File: config.mk
export PLATFORM = sky130hd
export DESIGN_NAME = ckr_regs
export DESIGN_NICKNAME = d
export VERILOG_FILES = /design/src/logic/ckr_pkg.sv /design/src/logic/ckr_regs.sv
export SDC_FILE = /design/constraint.sdc
export NUM_CORES = 1
export LEC_CHECK = 0
export ABC_CLOCK_PERIOD_IN_PS = 3750
export BUFFER_PORTS_ARGS = -buffer_cell sky130_fd_sc_hd__buf_2
export CORE_MARGIN = 2
export CORE_UTILIZATION = 40
export DETAILED_ROUTE_END_ITERATION = 8
export REMOVE_ABC_BUFFERS = 1
export SLEW_MARGIN = 25
export SYNTH_ARGS = -nofsm -noshare
export SYNTH_HDL_FRONTEND = slang
export SYNTH_SLANG_ARGS = --single-unit
File: constraint.sdc
create_clock -name clock -period 3.75 [get_ports clock]
set_input_delay 0.1875 -clock clock [delete_from_list [all_inputs] [get_ports clock]]
set_output_delay 0.1875 -clock clock [all_outputs]
set_load 0.1 [all_outputs]
File: src/logic/ckr_pkg.sv
// Contract
// - Register one bits 3:1 gate processor clocks.
// - Register one bit 5 zero selects down spread.
// - Register two bits 6:0 gate peripheral clocks.
// - Register three bit 7 picks 24/48 MHz.
// - Register three bits 5,4 gate fixed outputs.
// - Register three bits 1,0 gate reference outputs.
// - Register four gates memory clocks thirteen to eight.
// - Register five gates memory clocks seven to zero.
// - Register six is fixed read-only identifier.
// - Write: address, command, count, then bytes.
// - Read: address then bytes from zero until stop.
// - Defaults load only at power-up reset.
package ckr_pkg;

  // Seven-bit serial slave address.
  localparam logic [6:0] CKR_SLAVE_ADDR = 7'h69;
  // Bits in one serial byte.
  localparam logic [3:0] CKR_BYTE_BITS = 4'h8;
  // Register indices as they appear in the byte stream.
  localparam logic [2:0] CKR_IDX_FREQ = 3'h0;
  localparam logic [2:0] CKR_IDX_PROC = 3'h1;
  localparam logic [2:0] CKR_IDX_PERI = 3'h2;
  localparam logic [2:0] CKR_IDX_FIXD = 3'h3;
  localparam logic [2:0] CKR_IDX_MEMH = 3'h4;
  localparam logic [2:0] CKR_IDX_MEML = 3'h5;
  localparam logic [2:0] CKR_IDX_CHIP = 3'h6;
  localparam logic [2:0] CKR_IDX_LAST = 3'h7;
  // Read value past the last register.
  localparam logic [7:0] CKR_EMPTY_BYTE = 8'hFF;
  // Power-up values of the stored registers, index 5 first.
  localparam logic [5:0][7:0] CKR_RESET =
    {8'hFF, 8'hFF, 8'hFF, 8'hFF, 8'hFF, 8'h00};
  // Bits that software may change, index 5 first.
  localparam logic [5:0][7:0] CKR_WMASK =
    {8'hFF, 8'hF5, 8'hB3, 8'h7F, 8'h2E, 8'hFF};
  // Reserved bits of registers one, two and three.
  localparam logic [7:0] CKR_RES_PROC = 8'h51;
  localparam logic [7:0] CKR_RES_PERI = 8'h80;
  localparam logic [7:0] CKR_RES_FIXD = 8'h0C;
  // Field positions.
  localparam int CKR_B_STRAP2 = 7;
  localparam int CKR_B_SPREAD = 5;
  localparam int CKR_B_SEL24 = 7;
  localparam int CKR_B_STRAP0 = 6;
  localparam int CKR_B_FIX48 = 5;
  localparam int CKR_B_SELFIX = 4;
  localparam int CKR_B_REF2 = 1;
  localparam int CKR_B_REFX2 = 0;
  localparam int CKR_B_STRAP1 = 3;
  localparam int CKR_B_MEM9 = 2;
  localparam int CKR_B_STRAP3 = 1;
  localparam int CKR_B_MEM8 = 0;
  // Strap capture waits this many cycles for the synchroniser.
  localparam logic [1:0] CKR_CAP_WAIT = 2'h2;

  // Serial protocol states, Gray coded along the usual path.
  typedef enum logic [2:0] {
    CKR_ST_IDLE = 3'h0,
    CKR_ST_ADDR = 3'h1,
    CKR_ST_CMD = 3'h3,
    CKR_ST_CNT = 3'h2,
    CKR_ST_WR = 3'h6,
    CKR_ST_RD = 3'h7,
    CKR_ST_SKIP = 3'h5
  } ckr_state_e;

  // Run enables for every gated clock output, 1 means running, plus the 24 MHz and down-spread selects.
  typedef struct packed {
    logic [2:0] processor_clock_out;
    logic [6:0] peripheral_bus_clock_out;
    logic [13:0] memory_clock_out;
    logic second_reference_out;
    logic double_strength_reference_out;
    logic fixed_48_out;
    logic selectable_fixed_out;
    logic selectable_is_24mhz;
    logic down_spread;
  } ckr_run_s;

endpackage

File: src/logic/ckr_regs.sv
`timescale 1ns/1ns
module ckr_regs
  import ckr_pkg::*;
#(
  // Identifier byte; the value is arbitrary.
  parameter logic [7:0] CHIP_ID = 8'hA5
)
(
  // Clock and power-up reset.
  input wire logic clock,
  input wire logic rst,
  // Two-wire serial pins; data is open drain.
  input wire logic serial_clock_in,
  input wire logic serial_data_in,
  output logic serial_data_out,
  output logic serial_data_oe,
  // Frequency-select strap pins.
  input wire logic [3:0] freq_strap,
  // Clock output control.
  output ckr_run_s clock_run,
  output logic [7:0] freq_ctrl_byte
);

  // Synchroniser stages and delayed copies for edge detection.
  logic scl_s1_reg, scl_s2_reg, scl_d_reg;
  logic sda_s1_reg, sda_s2_reg, sda_d_reg;
  logic [3:0] strap_s1_reg, strap_s2_reg;
  // Protocol state.
  ckr_state_e state_reg, state_next;
  logic [3:0] bit_reg, bit_next;
  logic ack_reg, ack_next;
  logic [7:0] shift_reg, shift_next;
  logic [7:0] tx_reg, tx_next;
  logic [2:0] ptr_reg, ptr_next;
  logic oe_reg, oe_next;
  // Stored registers zero to five.
  logic [5:0][7:0] ctrl_reg, ctrl_next;
  // Latched strap levels, inverted, and capture timer.
  logic [3:0] strap_reg, strap_next;
  logic [1:0] cap_reg, cap_next;
  logic cap_done_reg, cap_done_next;
  // Bus events decoded from the synchronised lines.
  logic scl_rise, scl_fall, bus_start, bus_stop;
  // Write strobe for the byte in shift_reg.
  logic wr_en;

  // Value that a read returns for a given register index.
  function automatic logic [7:0] read_byte(input logic [2:0] idx);
    logic [7:0] v;
    v = CKR_EMPTY_BYTE;
    if (idx < CKR_IDX_CHIP)
    begin
      v = ctrl_reg[idx];
    end
    if (idx == CKR_IDX_CHIP)
    begin
      v = CHIP_ID;
    end
    if (idx == CKR_IDX_PROC)
    begin
      v[CKR_B_STRAP2] = strap_reg[2];
    end
    if (idx == CKR_IDX_FIXD)
    begin
      v[CKR_B_STRAP0] = strap_reg[0];
    end
    if (idx == CKR_IDX_MEMH)
    begin
      v[CKR_B_STRAP1] = strap_reg[1];
      v[CKR_B_STRAP3] = strap_reg[3];
    end
    return v;
  endfunction

  // Edges are seen on the second stage against its delayed copy.
  assign scl_rise = scl_s2_reg & ~scl_d_reg;
  assign scl_fall = ~scl_s2_reg & scl_d_reg;
  assign bus_start = scl_s2_reg & scl_d_reg & sda_d_reg & ~sda_s2_reg;
  assign bus_stop = scl_s2_reg & scl_d_reg & ~sda_d_reg & sda_s2_reg;

  // Serial protocol and register update.
  always_comb
  begin
    state_next = state_reg;
    bit_next = bit_reg;
    ack_next = ack_reg;
    shift_next = shift_reg;
    tx_next = tx_reg;
    ptr_next = ptr_reg;
    oe_next = oe_reg;
    ctrl_next = ctrl_reg;
    wr_en = 1'b0;
    if (bus_start)
    begin
      // A start, repeated or not, always restarts at byte zero.
      state_next = CKR_ST_ADDR;
      bit_next = 4'h0;
      ack_next = 1'b0;
      oe_next = 1'b0;
      ptr_next = CKR_IDX_FREQ;
    end
    else if (bus_stop)
    begin
      // A stop ends any transfer and frees the data line.
      state_next = CKR_ST_IDLE;
      ack_next = 1'b0;
      oe_next = 1'b0;
    end
    else if (state_reg != CKR_ST_IDLE && state_reg != CKR_ST_SKIP)
    begin
      if (scl_rise)
      begin
        if (ack_reg)
        begin
          if (state_reg == CKR_ST_RD && sda_s2_reg)
          begin
            state_next = CKR_ST_SKIP;
          end
        end
        else if (bit_reg < CKR_BYTE_BITS)
        begin
          shift_next = {shift_reg[6:0], sda_s2_reg};
          bit_next = bit_reg + 4'h1;
        end
      end
      if (scl_fall)
      begin
        if (ack_reg)
        begin
          // Leave the ack slot; in a read, put out the next byte.
          ack_next = 1'b0;
          bit_next = 4'h0;
          oe_next = 1'b0;
          if (state_reg == CKR_ST_RD)
          begin
            tx_next = read_byte(ptr_reg);
            oe_next = ~tx_next[7];
            if (ptr_reg != CKR_IDX_LAST)
            begin
              ptr_next = ptr_reg + 3'h1;
            end
          end
        end
        else if (bit_reg == CKR_BYTE_BITS)
        begin
          // Byte complete: enter the ack slot.
          ack_next = 1'b1;
          unique case (state_reg)
            CKR_ST_ADDR:
            begin
              if (shift_reg[7:1] == CKR_SLAVE_ADDR)
              begin
                oe_next = 1'b1;
                state_next = shift_reg[0] ? CKR_ST_RD : CKR_ST_CMD;
              end
              else
              begin
                state_next = CKR_ST_SKIP;
              end
            end
            CKR_ST_CMD:
            begin
              oe_next = 1'b1;
              state_next = CKR_ST_CNT;
            end
            CKR_ST_CNT:
            begin
              oe_next = 1'b1;
              state_next = CKR_ST_WR;
            end
            CKR_ST_WR:
            begin
              oe_next = 1'b1;
              wr_en = 1'b1;
              if (ptr_reg != CKR_IDX_LAST)
              begin
                ptr_next = ptr_reg + 3'h1;
              end
            end
            default:
            begin
              // Read: release the line for the host's ack.
              oe_next = 1'b0;
            end
          endcase
        end
        else if (state_reg == CKR_ST_RD)
        begin
          // Next bit of the byte, most significant first.
          tx_next = {tx_reg[6:0], 1'b0};
          oe_next = ~tx_reg[6];
        end
      end
    end
    if (wr_en && ptr_reg < CKR_IDX_CHIP)
    begin
      ctrl_next[ptr_reg] = (ctrl_reg[ptr_reg] & ~CKR_WMASK[ptr_reg]) |
                           (shift_reg & CKR_WMASK[ptr_reg]);
    end
  end

  // Strap capture once the synchroniser holds settled levels.
  always_comb
  begin
    strap_next = strap_reg;
    cap_next = cap_reg;
    cap_done_next = cap_done_reg;
    if (!cap_done_reg)
    begin
      if (cap_reg == CKR_CAP_WAIT)
      begin
        strap_next = ~strap_s2_reg;
        cap_done_next = 1'b1;
      end
      else
      begin
        cap_next = cap_reg + 2'h1;
      end
    end
  end

  // Registers; only the power-up reset reloads the defaults, so a
  // start, stop or aborted transfer never disturbs the settings.
  always_ff @(posedge clock or posedge rst)
  begin
    if (rst)
    begin
      scl_s1_reg <= 1'b1;
      scl_s2_reg <= 1'b1;
      scl_d_reg <= 1'b1;
      sda_s1_reg <= 1'b1;
      sda_s2_reg <= 1'b1;
      sda_d_reg <= 1'b1;
      strap_s1_reg <= 4'h0;
      strap_s2_reg <= 4'h0;
      state_reg <= CKR_ST_IDLE;
      bit_reg <= 4'h0;
      ack_reg <= 1'b0;
      shift_reg <= 8'h00;
      tx_reg <= 8'h00;
      ptr_reg <= CKR_IDX_FREQ;
      oe_reg <= 1'b0;
      ctrl_reg <= CKR_RESET;
      strap_reg <= 4'h0;
      cap_reg <= 2'h0;
      cap_done_reg <= 1'b0;
    end
    else
    begin
      scl_s1_reg <= serial_clock_in;
      scl_s2_reg <= scl_s1_reg;
      scl_d_reg <= scl_s2_reg;
      sda_s1_reg <= serial_data_in;
      sda_s2_reg <= sda_s1_reg;
      sda_d_reg <= sda_s2_reg;
      strap_s1_reg <= freq_strap;
      strap_s2_reg <= strap_s1_reg;
      state_reg <= state_next;
      bit_reg <= bit_next;
      ack_reg <= ack_next;
      shift_reg <= shift_next;
      tx_reg <= tx_next;
      ptr_reg <= ptr_next;
      oe_reg <= oe_next;
      ctrl_reg <= ctrl_next;
      strap_reg <= strap_next;
      cap_reg <= cap_next;
      cap_done_reg <= cap_done_next;
    end
  end

  // Open drain: the line is only ever pulled low.
  assign serial_data_out = 1'b0;
  assign serial_data_oe = oe_reg;
  assign freq_ctrl_byte = ctrl_reg[CKR_IDX_FREQ];
  assign clock_run.processor_clock_out = ctrl_reg[CKR_IDX_PROC][3:1];
  assign clock_run.down_spread = ~ctrl_reg[CKR_IDX_PROC][CKR_B_SPREAD];
  assign clock_run.peripheral_bus_clock_out = ctrl_reg[CKR_IDX_PERI][6:0];
  assign clock_run.selectable_is_24mhz = ctrl_reg[CKR_IDX_FIXD][CKR_B_SEL24];
  assign clock_run.fixed_48_out = ctrl_reg[CKR_IDX_FIXD][CKR_B_FIX48];
  assign clock_run.selectable_fixed_out = ctrl_reg[CKR_IDX_FIXD][CKR_B_SELFIX];
  assign clock_run.second_reference_out = ctrl_reg[CKR_IDX_FIXD][CKR_B_REF2];
  assign clock_run.double_strength_reference_out =
    ctrl_reg[CKR_IDX_FIXD][CKR_B_REFX2];
  assign clock_run.memory_clock_out = {ctrl_reg[CKR_IDX_MEMH][7:4],
    ctrl_reg[CKR_IDX_MEMH][CKR_B_MEM9],
    ctrl_reg[CKR_IDX_MEMH][CKR_B_MEM8], ctrl_reg[CKR_IDX_MEML]};
endmodule

**After elaboration in Yosys (flattened, before gate mapping)**

Memory sizes are Yosys's and may differ from the RTL's.
Cells that the tools add are included.
W data, S select, Z words.

- Div/mod/pow operators: 0
- Reductions and logical operators: 21
- Shift-type cells: 0
- Eq/ne operators: 18
- Mux-type cells: 76
- $lt $le $gt $ge: 4
- $add $sub $neg: 3
- Bitwise gates (word level): 24
- Multipliers: 0

Operator list:

| cell | count |
|---|---|
| $mux W3 | 20 |
| $bwmux W48 | 1 |
| $mux W8 | 5 |
| $mux W1 | 34 |
| $mux W4 | 8 |
| $mux W7 | 4 |
| $bmux W8 S3 | 1 |
| $demux W8 S3 | 1 |
| $reduce_and A6 Y1 | 3 |
| $and A8 B8 Y8 | 2 |
| $reduce_bool A3 Y1 | 5 |
| $eq A3 B3 Y1 const B | 4 |
| $not A1 Y1 | 12 |
| $eq A3 B2 Y1 const B | 3 |
| $pmux W3 S3 | 1 |
| $not A8 Y8 | 1 |
| $or A8 B8 Y8 | 1 |
| $reduce_and A2 Y1 | 4 |
| $and A1 B1 Y1 | 7 |
| $eq A7 B7 Y1 const B | 1 |
| $eq A3 B1 Y1 const B | 2 |
| $ne A3 B3 Y1 const B | 2 |
| $ne A6 B6 Y1 const B | 1 |
| $reduce_bool A5 Y1 | 1 |
| other kinds (17) | 22 |

- Output and inout bits: 40
- Memories kept: 1
- Register bits after elaboration: 96
- Latch bits: 0
- Memory bits (read-only): 64
- Memory bits (writable): 0
- Bits of input ports: 8

Memory list:

| name | depth | bits a word | rd ports | clocked after memory_dff | write ports | RTL line | text |
|---|---|---|---|---|---|---|---|
| (name not given) | 8 | 8 | 1 | 0 | 0 | ckr_regs.sv:198 | `(shift_reg & CKR_WMASK[ptr_reg]);` |

**Longest topological paths before layout**

Gate-level depths: netlist of run 1.

- Depth in word-level cells: 18
- Gate-level depth with buffers: 9

**Worst setup path before layout of run 1**

Ideal clock, no wire load.

- Kind: reg2reg
- Start point: register bit_reg[0]
- End point: register ctrl_reg, in the netlist freq_ctrl_byte[0]
- Clock period less this slack: 2,255 ps
- Path slack: 1,495 ps
- Path buffers: 1
- Cell stages (with the launch flop): 9
- Arrival time: 2,130 ps
- Data required time: 3,625 ps
- Cell sequence: dfrtp_1 -> inv_1 -> ha_1 -> and4bb_2 -> o211ai_2 -> a2111oi_4 -> and3_1 -> buf_2 -> mux2_2

- Cells in the longest elaborated chain, start to end: 8

Ends and longest elaborated chain:

| item | RTL line | text |
|---|---|---|
| start: declaration | ckr_regs.sv:30 | `logic [3:0] bit_reg, bit_next;` |
| start signal: assignment | ckr_regs.sv:259 | `bit_reg <= bit_next;` |
| $eq A4 B4 Y1 | ckr_regs.sv:144 | `else if (bit_reg == CKR_BYTE_BITS)` |
| $mux W1 | ckr_regs.sv:144 |  |
| $mux W1 | ckr_regs.sv:128 | `if (ack_reg)` |
| $mux W1 | ckr_regs.sv:126 | `if (scl_fall)` |
| $mux W1 | ckr_regs.sv:109 | `else if (state_reg != CKR_ST_IDLE && state_reg != CKR_ST_SKIP)` |
| $mux W1 | ckr_regs.sv:102 | `else if (bus_stop)` |
| $mux W1 | ckr_regs.sv:93 | `if (bus_start)` |
| $logic_and A1 B1 Y1 | ckr_regs.sv:195 | `if (wr_en && ptr_reg < CKR_IDX_CHIP)` |
| end signal: assignment | ckr_regs.sv:265 | `ctrl_reg <= ctrl_next;` |
| end: declaration | ckr_regs.sv:37 | `logic [5:0][7:0] ctrl_reg, ctrl_next;` |

No other way between the ends.
A chain may end at the register's enable or synchronous reset.

**Final worst setup path of run 1**

- Start point: register ack_reg
- End point: register ctrl_reg, in the netlist freq_ctrl_byte[5]

- Cells in the longest elaborated chain, start to end: 6

Ends and longest elaborated chain:

| item | RTL line | text |
|---|---|---|
| start: declaration | ckr_regs.sv:31 | `logic ack_reg, ack_next;` |
| start signal: assignment | ckr_regs.sv:260 | `ack_reg <= ack_next;` |
| $mux W1 | ckr_regs.sv:128 |  |
| $mux W1 | ckr_regs.sv:126 |  |
| $mux W1 | ckr_regs.sv:109 |  |
| $mux W1 | ckr_regs.sv:102 |  |
| $mux W1 | ckr_regs.sv:93 |  |
| $logic_and A1 B1 Y1 | ckr_regs.sv:195 |  |

No other way between the ends.

==> results.json, run 1 <==
{
  "run_status": "finished with violations",
  "violations": "negative hold slack",
  "top_layer": "met4",
  "rows": 40,
  "die_h_um": 115.2,
  "drc": 0,
  "finalNetCount": 460,
  "cts_hold_buf": 6,
  "cp.arrival_ns": 2.90,
  "cap_violations": 0,
  "core_sq_um": 12060,
  "clock_tree.root_cell": "clkbuf_16",
  "cellPowerDensity_nw_per_um2": 425.8,
  "clock_path_buffers": 2,
  "slowest_stage": "dfrtp_1",
  "overflow": 0,
  "drt_iter0_markers": 157,
  "yosysTopAreaCell": "dfrtp_1",
  "cpPeakStageDelay_ns": 0.58,
  "dr_wl_met2_mm": 5.251,
  "totalWireLength_mm": 11.00,
  "final_max_slew_viol_count": 0,
  "post_cts_resize_count": 0,
  "seq_area_frac_synth_pct": 49.76,
  "die_w_um": 115.2,
  "ys_seq_elements": 96,
  "h-tree-depth": 3,
  "regToRegStartpoint": "ack_reg",
  "cts_tree": "yes",
  "yosys_warnings": 0,
  "synthesis.instances": 434,
  "avgSynthCellArea_sq_um": 11.39,
  "grt_usage_pct": 17.73,
  "route.met3.wl_um": 422,
  "leakage_nw": 2.375,
  "die-area_sq_um": 13260,
  "antenna_found_initial": 0,
  "place_inst": 592,
  "drive_gt1_share_pct": 40.72,
  "fin_tns_setup_ns": 0,
  "grt_pass1_vias": 3169,
  "wl_met1_mm": 5.089,
  "wl_per_cell_um": 17.89,
  "cp.required_ns": 3.99,
  "synthesis.area_sq_um": 4943,
  "crit_type": "reg2reg",
  "drt_pass1_iterations": 4,
  "setup_viol": 0,
  "start_util_pct": 40.99,
  "yosys.area.top_type_share_pct": 25.31,
  "hold_viol_final": 14,
  "max_slew_margin_pct": 47.48,
  "min_period_ns": 2.663,
  "antenna_cells": 0,
  "holdWs_ns": -0.05648,
  "vias": 3209,
  "gp_congestion": 0.8610,
  "fmax_ghz": 0.3755,
  "rsz0062_at_grt": "no",
  "layout_commonest_cell": "mux2_2",
  "vias_per_cell": 5.218,
  "start_kind": "flip-flop",
  "clk_latency_ns": 0.35,
  "hold_path.class": "in2async",
  "cts_made_buffers": 9,
  "final_core_util_pct": 44.50,
  "synth.distinct_cells": 60,
  "synth_edf_count": 0,
  "clock-sinks": 96,
  "clk_pin_slew_ns": 0.06,
  "cp_max_fo": 18,
  "peakVddDrop_v": 0.0002207,
  "dp_hpwl_mm": 7.617,
  "postRouteAntennaNets": 0,
  "cp_cell_sequence": "and4bb_2 -> o211ai_2 -> a2111oi_4 -> and3_1 -> mux2_2",
  "grt_max_degree": 82,
  "worst_pin_slew_ns": 0.7768,
  "largest_reg_flops": 29,
  "port_buffers": 46,
  "post-cts-setup-buffers": 0,
  "pin_count": 48,
  "grt_pass1_wl_mm": 17.77,
  "critPathLaunch": "ack_reg",
  "areaGrowthSynthToFinish_pct": 8.580,
  "fin_cells": 615,
  "final_cell_mix": "mux2_2, dfrtp_1, dfstp_2, buf_2, nand2_1",
  "fin_skew_ns": 0.004026,
  "critPathCaptureType": "flip-flop",
  "ys.flop_type": "dfrtp_1",
  "synthArstFlopShare_pct": 100.0,
  "finalCritPeriodShare_pct": 71.02,
  "yosys-top-cells-area": "dfrtp_1, dfstp_2, mux2_2, buf_4, ha_1"
}
-- report_power, final --
part	internal [W]	switching, W
sequential	0.00111	0.0000908
combinational	0.000103	0.000133
clock	0.000469	0.000384
total	0.00168	0.000608
-- synthesized netlist by cell type, drive strengths merged, types with 3 or more instances --
cell type / count
nand2b: 6
ha: 10
nand2: 26
a31oi: 4
nor2b: 9
mux2: 59
a22oi: 3
dfstp: 46
nand3: 12
nor2: 24
and3: 6
a211oi: 3
a21oi: 13
and2: 3
clkbuf: 14
mux2i: 9
o21ai: 23
nand4b: 5
o211ai: 3
dfrtp: 50
buf: 46
or2: 3
inv: 10
xnor2: 4
-- routing by layer --
layer	up-vias	global-route usage, %
li1	1507	-
met1	1625	24.58
met2	61	27.14
met3	16	4.375
met4	0	6.345
met5	-	0
-- through the flow --
step	setup slack [ns]	instance area, sq um	total power (W)
floorplan	1.133	4556	0.001350
global placement	1.185	5029	0.001438
detailed placement	1.063	5029	0.001443
CTS	1.077	5358	0.002304
global route	0.8902	5368	0.002398
finish	1.087	5368	0.002285
-- worst paths after layout --
kind / endpoint / slack, ns / depth (start not counted)
max: freq_ctrl_byte[5] / 1.09 / 5
min: bit_reg[3] / -0.06 / 2
max reg2reg: freq_ctrl_byte[5] / 1.09 / 5
min reg2reg: strap_s2_reg[0] / 0.35 / 0
max in group asynchronous: clock_run[8] / 3.03 / 3
min in group clock: strap_s2_reg[0] / 0.35 / 0
-- critical path: cells and delay by family, from the launching register on --
family           cells  cell delay (ns)
AND/OR/NAND/NOR      2             0.94
AO/OA/AOI/OAI        2             0.64
flip-flops           1             0.58
multiplexers         1             0.38
-- layout make-up --
type	count	area, sq um
clock buffer	14	254.0
clock inverter	2	15.01
fill	1130	6694
inverter	12	50.05
multi-input combinational	266	2051
sequential	96	2460
tap	168	210.2
timing repair buffer	57	327.8
-- logic make-up after synthesis --
group	share of synthesized area, %
xor+xnor	1.063
flops	49.76
mux	16.17
compound gates	9.415
fa+ha+maj	2.531
buf+inv	8.757
simple gates	12.22
other cells	0.07586
No activity file was read; power rests on OpenSTA's default activity.
==> run 2, diff against run 1 <==
--- a/config.mk
+++ b/config.mk
@@ -5,7 +5,8 @@
 export SDC_FILE = /design/constraint.sdc
 export NUM_CORES = 1
 export LEC_CHECK = 0
-export ABC_CLOCK_PERIOD_IN_PS = 3750
+export ABC_AREA = 1
+export ABC_CLOCK_PERIOD_IN_PS = 2550
 export BUFFER_PORTS_ARGS = -buffer_cell sky130_fd_sc_hd__buf_2
 export CORE_MARGIN = 2
 export CORE_UTILIZATION = 40
==> constraint.sdc (replaced) <==
create_clock -name clock -period 2.55 [get_ports clock]
set_input_delay 0.1275 -clock clock [delete_from_list [all_inputs] [get_ports clock]]
set_output_delay 0.1275 -clock clock [all_outputs]
set_load 0.1 [all_outputs]
==> results.json, run 2 <==
{
  "run_status": "complete, no violations",
  "cts_made_buffers": 9,
  "synth_xor_xnor_area_share_pct": 0.1706,
  "ys_seq_elements": 96,
  "drive_gt1_share_pct": 22.09,
  "dp_hpwl_mm": 8.811,
  "synth_top_family_by_area": "simple AND/OR/NAND/NOR gates",
  "final_max_slew_viol_count": 0,
  "seqPwrFrac_pct": 45.4,
  "regToRegStartpoint": "ptr_reg[1]",
  "yosys-top-cells-area": "dfrtp_1, dfstp_2, nand2_1, buf_4, inv_1",
  "synth_common_cells": "nand2_1, inv_1, dfrtp_1, nor2_1, dfstp_2",
  "areaGrowthSynthToFinish_pct": 10.48,
  "overflow": 0,
  "clk_pin_slew_ns": 0.06,
  "cpPeakStageDelay_ns": 0.70,
  "final_core_util_pct": 45.12,
  "rsz0062_at_grt": "no",
  "yosys_warnings": 0,
  "clock_path_buffers": 2,
  "fin_skew_ns": 0.005482,
  "gp_congestion": 0.8727,
  "crit_path_frequent_cell": "inv_1",
  "fmax_ghz": 0.4322,
  "start_kind": "flip-flop",
  "antenna_cells": 0,
  "synth-adder-area-share_pct": 2.438,
  "cap_violations": 0,
  "fillers": 1265,
  "cp_max_fo": 12,
  "max_slew_margin_pct": 52.16,
  "drt_pass1_iterations": 5,
  "synth_compound_area_share_pct": 8.581,
  "peakVddDrop_v": 0.0004257,
  "yosys.area.top_type_share_pct": 24.38,
  "clock_tree.root_cell": "clkbuf_16",
  "start_util_pct": 40.84,
  "setup_viol": 0,
  "hold_path.class": "reg2reg",
  "synth.distinct_cells": 37,
  "cp.arrival_ns": 2.59,
  "finalNetCount": 683,
  "p_int_w": 0.002656,
  "synthArstFlopShare_pct": 100.0,
  "crit_buf_inv": 3,
  "hp-start": "strap_s1_reg[1]",
  "synthesis.area_sq_um": 5132,
  "cellPowerDensity_nw_per_um2": 669.6,
  "clock-sinks": 96,
  "cpLargestDelayFamily": "flip-flops",
  "leakage_nw": 2.764,
  "vias": 4016,
  "yosys-mux-area-fraction_pct": 0,
  "antenna_found_initial": 0,
  "seq_area_frac_synth_pct": 47.93,
  "clk_latency_ns": 0.35,
  "worst_pin_slew_ns": 0.7176,
  "die-area_sq_um": 13750,
  "cts_tree": "yes",
  "yosysMostFrequentCell": "nand2_1",
  "grt_pass1_vias": 3847,
  "pin_count": 48,
  "largest_reg_flops": 29,
  "ys.flop_type": "dfrtp_1",
  "synthesis.instances": 647,
  "port_buffers": 46,
  "drc": 0,
  "postRouteAntennaNets": 0,
  "grt_pass1_wl_mm": 19.82,
  "synthSimpleGateAreaFrac_pct": 27.89,
  "layout_commonest_cell": "nand2_1",
  "totalWireLength_mm": 12.00,
  "die_h_um": 117.3,
  "critPathLaunch": "ptr_reg[1]",
  "grt_usage_pct": 19.27,
  "p_switching_w": 0.001141,
  "avgSynthCellArea_sq_um": 7.933,
  "drt_iter0_markers": 287,
  "critPathCaptureType": "flip-flop",
  "final_cell_mix": "nand2_1, inv_1, dfrtp_1",
  "rows": 41,
  "grt_max_degree": 57,
  "hold_viol_final": 0,
  "slowest_stage": "dfrtp_1",
  "wl_per_cell_um": 14.26,
  "vias_per_cell": 4.770,
  "core_sq_um": 12570,
  "crit_type": "reg2reg",
  "cp_cell_sequence": "inv_1 -> nor3_2 -> inv_1 -> nor2_8 -> inv_2 -> o21ai_1",
  "h-tree-depth": 3,
  "cp.required_ns": 2.82,
  "combPwrFrac_pct": 16.1,
  "finalCritPeriodShare_pct": 90.74,
  "power.total_w": 0.003797,
  "min_period_ns": 2.314,
  "yosysTopAreaCell": "dfrtp_1",
  "die_w_um": 117.3,
  "switching_share_pct": 30.04,
  "clockPowerShare_pct": 38.5,
  "synth_edf_count": 0
}
[run 2: changes by cell type in the layout (fill, tap and decap cells not counted), moves of 9 or more]
cell and delta:
nand2_1 +182, mux2_2 -59, inv_1 +58, nand3_1 +30, nor2_1 +23, o21ai_1 +22, o21ai_0 +18, inv_2 +9
mux2i_1 -9, nor2b_1 -9
[run 2: power by group through the flow]
| stage | clock network [W] | logic [W] | registers (W) |
|---|---|---|---|
| after floorplan | 0 | 0.000360 | 0.00179 |
| after global placement | 0 | 0.000598 | 0.00175 |
| after detailed placement | 0 | 0.000604 | 0.00175 |
| after CTS | 0.00151 | 0.000615 | 0.00172 |
| after global routing | 0.00157 | 0.000687 | 0.00174 |
| final | 0.00146 | 0.000611 | 0.00172 |
[run 2: logic make-up after synthesis]
logic type,count (synthesis)
AO/OA/AOI/OAI,83
other,1
AND/OR/NAND/NOR,325
buffers and inverters,131
XOR/XNOR,1
flip-flops,96
adder cells (fa/ha/maj),10
[run 2: final cells by class]
cell class,count,area [sq um],area share [%]
clock buffer,9,225.2,3.972
tap,172,215.2,3.795
clock inverter,7,95.09,1.677
multi-input combinational,420,2013,35.50
inverter,79,304.0,5.362
timing repair buffer,59,357.8,6.311
sequential,96,2460,43.38
[run 2: worst paths after layout]
check | end | slack, ns | depth (start not counted)
setup / recovery | clock_run[26] | 0.24 | 6
hold / removal | strap_s2_reg[1] | 0.35 | 0
setup reg to reg | clock_run[26] | 0.24 | 6
hold reg to reg | strap_s2_reg[1] | 0.35 | 0
max in group asynchronous | clock_run[24] | 1.38 | 4
min in group asynchronous | shift_reg[4] | 0.45 | 3
[run 2: what timing repair did]
action                     in CTS  in global routing
hold buffers                    7                  0
hold endpoints to repair       49                  0
buffers inserted                0                  0
setup endpoints to repair       0                  2
resized for setup               0                  1
[run 2: metal layers]
layer	up-vias	GRT usage, %	routed length, um
met1	1874	26.77	5692
met3	21	4.428	612
met2	99	28.81	5377
met4	0	8.471	322
met5	-	0	0
li1	2022	-	-
[run 2: stage by stage]
stage | worst slack (ns) | setup TNS (ns) | instance area, sq um | instances | hold slack (ns)
floorplan | -0.006746 | -0.3373 | 4771 | 595 | 0.1320
global placement | 0.1931 | 0 | 5276 | 819 | 0.2338
detailed placement | 0.2385 | 0 | 5276 | 819 | 0.2363
CTS | 0.2147 | 0 | 5667 | 842 | 0.3550
global route | 0.05293 | 0 | 5670 | 842 | 0.3610
finish | 0.2361 | 0 | 5670 | 842 | 0.3526
[run 2: worst register-to-register path: cells and delay by family (launching register included)]
family	cells	cell delay, ns
buf+inv	3	0.67
simple gates	2	0.69
flops	1	0.70
compound gates	1	0.18
==> run 3, diff against run 2 <==
--- a/config.mk
+++ b/config.mk
@@ -6,7 +6,7 @@
 export NUM_CORES = 1
 export LEC_CHECK = 0
 export ABC_AREA = 1
-export ABC_CLOCK_PERIOD_IN_PS = 2550
+export ABC_CLOCK_PERIOD_IN_PS = 2100
 export BUFFER_PORTS_ARGS = -buffer_cell sky130_fd_sc_hd__buf_2
 export CORE_MARGIN = 2
 export CORE_UTILIZATION = 40
==> constraint.sdc (replaced) <==
create_clock -name clock -period 2.1 [get_ports clock]
set_input_delay 0.105 -clock clock [delete_from_list [all_inputs] [get_ports clock]]
set_output_delay 0.105 -clock clock [all_outputs]
set_load 0.1 [all_outputs]
==> results.json, run 3 (synthesis gave the netlist of run 2 again) <==
{
  "die-area_sq_um": 13750,
  "place_inst": 824,
  "grt_max_degree": 45,
  "fmax_ghz": 0.5246,
  "drive_gt1_share_pct": 22.52,
  "clk_pin_slew_ns": 0.07,
  "place_area_sq_um": 5326,
  "leakage_nw": 2.794,
  "power.total_w": 0.004656,
  "crit_type": "reg2reg",
  "peakVddDrop_v": 0.0006573,
  "cp.required_ns": 2.31,
  "ff2ff_setup_slack_ns": 0.19,
  "run_status": "complete, no violations",
  "areaGrowthSynthToFinish_pct": 11.41,
  "die_w_um": 117.3,
  "cp_cell_sequence": "inv_1 -> ha_1 -> nand3_1 -> nor2_4 -> nand4_4 -> nor2_8 -> inv_2 -> nand2_1 -> o21ai_1",
  "rows": 41,
  "vias_per_cell": 4.923,
  "cp_max_fo": 9,
  "postRouteAntennaNets": 0,
  "cpLargestDelayFamily": "simple AND/OR/NAND/NOR gates",
  "antenna_cells": 0,
  "grt_pass1_vias": 3809,
  "critPathCaptureType": "flip-flop",
  "fin_cells": 847,
  "min_period_ns": 1.906,
  "die_h_um": 117.3,
  "final_max_slew_viol_count": 0,
  "grt_pass1_wl_mm": 19.58,
  "fin_skew_ns": 0.007738,
  "max_slew_margin_pct": 55.38,
  "totalWireLength_mm": 12.15,
  "final_cell_mix": "nand2_1, inv_1, dfrtp_1",
  "clock_path_buffers": 2,
  "gp_congestion": 0.8922,
  "start_util_pct": 40.84,
  "final_core_util_pct": 45.50,
  "cp.arrival_ns": 2.12,
  "post_cts_resize_count": 0,
  "clock_tree.root_cell": "clkbuf_16",
  "crit_buf_inv": 2,
  "cts_made_buffers": 9,
  "start_kind": "flip-flop",
  "hold_viol_final": 0,
  "rsz0062_at_grt": "no",
  "rr_worst_depth": 9,
  "finalNetCount": 688,
  "cp.depth": 9,
  "h-tree-depth": 3,
  "core_sq_um": 12570,
  "grt_usage_pct": 18.87,
  "post-cts-setup-buffers": 0,
  "holdWs_ns": 0.3036,
  "drt_pass1_iterations": 5,
  "hold_path.class": "in2async",
  "slowest_stage": "dfrtp_1",
  "drt_iter0_markers": 441,
  "vias": 4170,
  "worst_pin_slew_ns": 0.6693,
  "cellPowerDensity_nw_per_um2": 814.3,
  "port_buffers": 46,
  "final_area_sq_um": 5718,
  "clock-sinks": 96,
  "dp_hpwl_mm": 8.890,
  "cpPeakStageDelay_ns": 0.40,
  "overflow": 0,
  "finalCritPeriodShare_pct": 90.77,
  "wl_per_cell_um": 14.34,
  "cts_tree": "yes",
  "antenna_found_initial": 0,
  "cap_violations": 0,
  "drc": 0,
  "pin_count": 48,
  "layout_commonest_cell": "nand2_1",
  "largest_reg_flops": 29,
  "setup_viol": 0,
  "clk_latency_ns": 0.35
}
run 3: changes by cell type in the layout (fill, tap and decap cells not counted):
cell      previous run  this run
o21ai_1             22        23
clkbuf_1             0         1
clkinv_2             1         2
o21ai_2              4         3
buf_4                5         9
buf_12               1         2
clkinv_4             2         0
clkbuf_8             0         1
clkinv_1             1         0
run 3: worst min-delay path: stages:
cell and delay (ns):
dlygate4sd3_1 0.53, buf_2 0.13, inv_4 0.31
run 3: per-stage QoR:
step                TNS, ns  setup WS [ns]
floorplan            -21.71        -0.4342
global placement          0         0.2408
detailed placement        0         0.1945
CTS                       0         0.1971
global route              0        0.03703
finish                    0         0.1938
run 3: area by class of cell:
class                           instances  area (sq um)
Tap cell                              172         215.2
Timing Repair Buffer                   64         407.9
Clock inverter                          5         78.83
Sequential cell                        96          2460
Fill cell                            1225          6850
Multi-Input combinational cell        420          2009
Clock buffer                           11         242.7
Inverter                               79         304.0
run 3: timing repair:
item                                    4_1_cts  5_1_grt
hold buffers                                  7        0
hold endpoints to repair                     32        0
endpoints found under the setup margin        0        0
run 3: metal layers:
| layer | vias up | part of all wire [%] | global-route usage, % |
|---|---|---|---|
| li1 | 2037 | - | - |
| met1 | 1964 | 48 | 26.67 |
| met2 | 138 | 44 | 28.51 |
| met3 | 31 | 5.5 | 3.244 |
| met4 | 0 | 2.8 | 8.235 |
| met5 | - | 0 | 0 |
run 3: where the power goes:
group,internal (W),total (W),switching (W),leakage (nW)
logic,0.000207,0.000765,0.000558,1.51
clock network,0.00108,0.00180,0.000719,0.160
registers,0.00199,0.00210,0.000108,1.12
total,0.00327,0.00466,0.00138,2.79
run 3: worst paths after layout:
kind                                 start           endpoint
max                             bit_reg[0]  freq_ctrl_byte[1]
min                                    rst       shift_reg[5]
max reg2reg                     bit_reg[0]  freq_ctrl_byte[1]
min reg2reg                strap_s1_reg[2]    strap_s2_reg[2]
max in group asynchronous              rst         scl_s1_reg
min in group clock         strap_s1_reg[2]    strap_s2_reg[2]
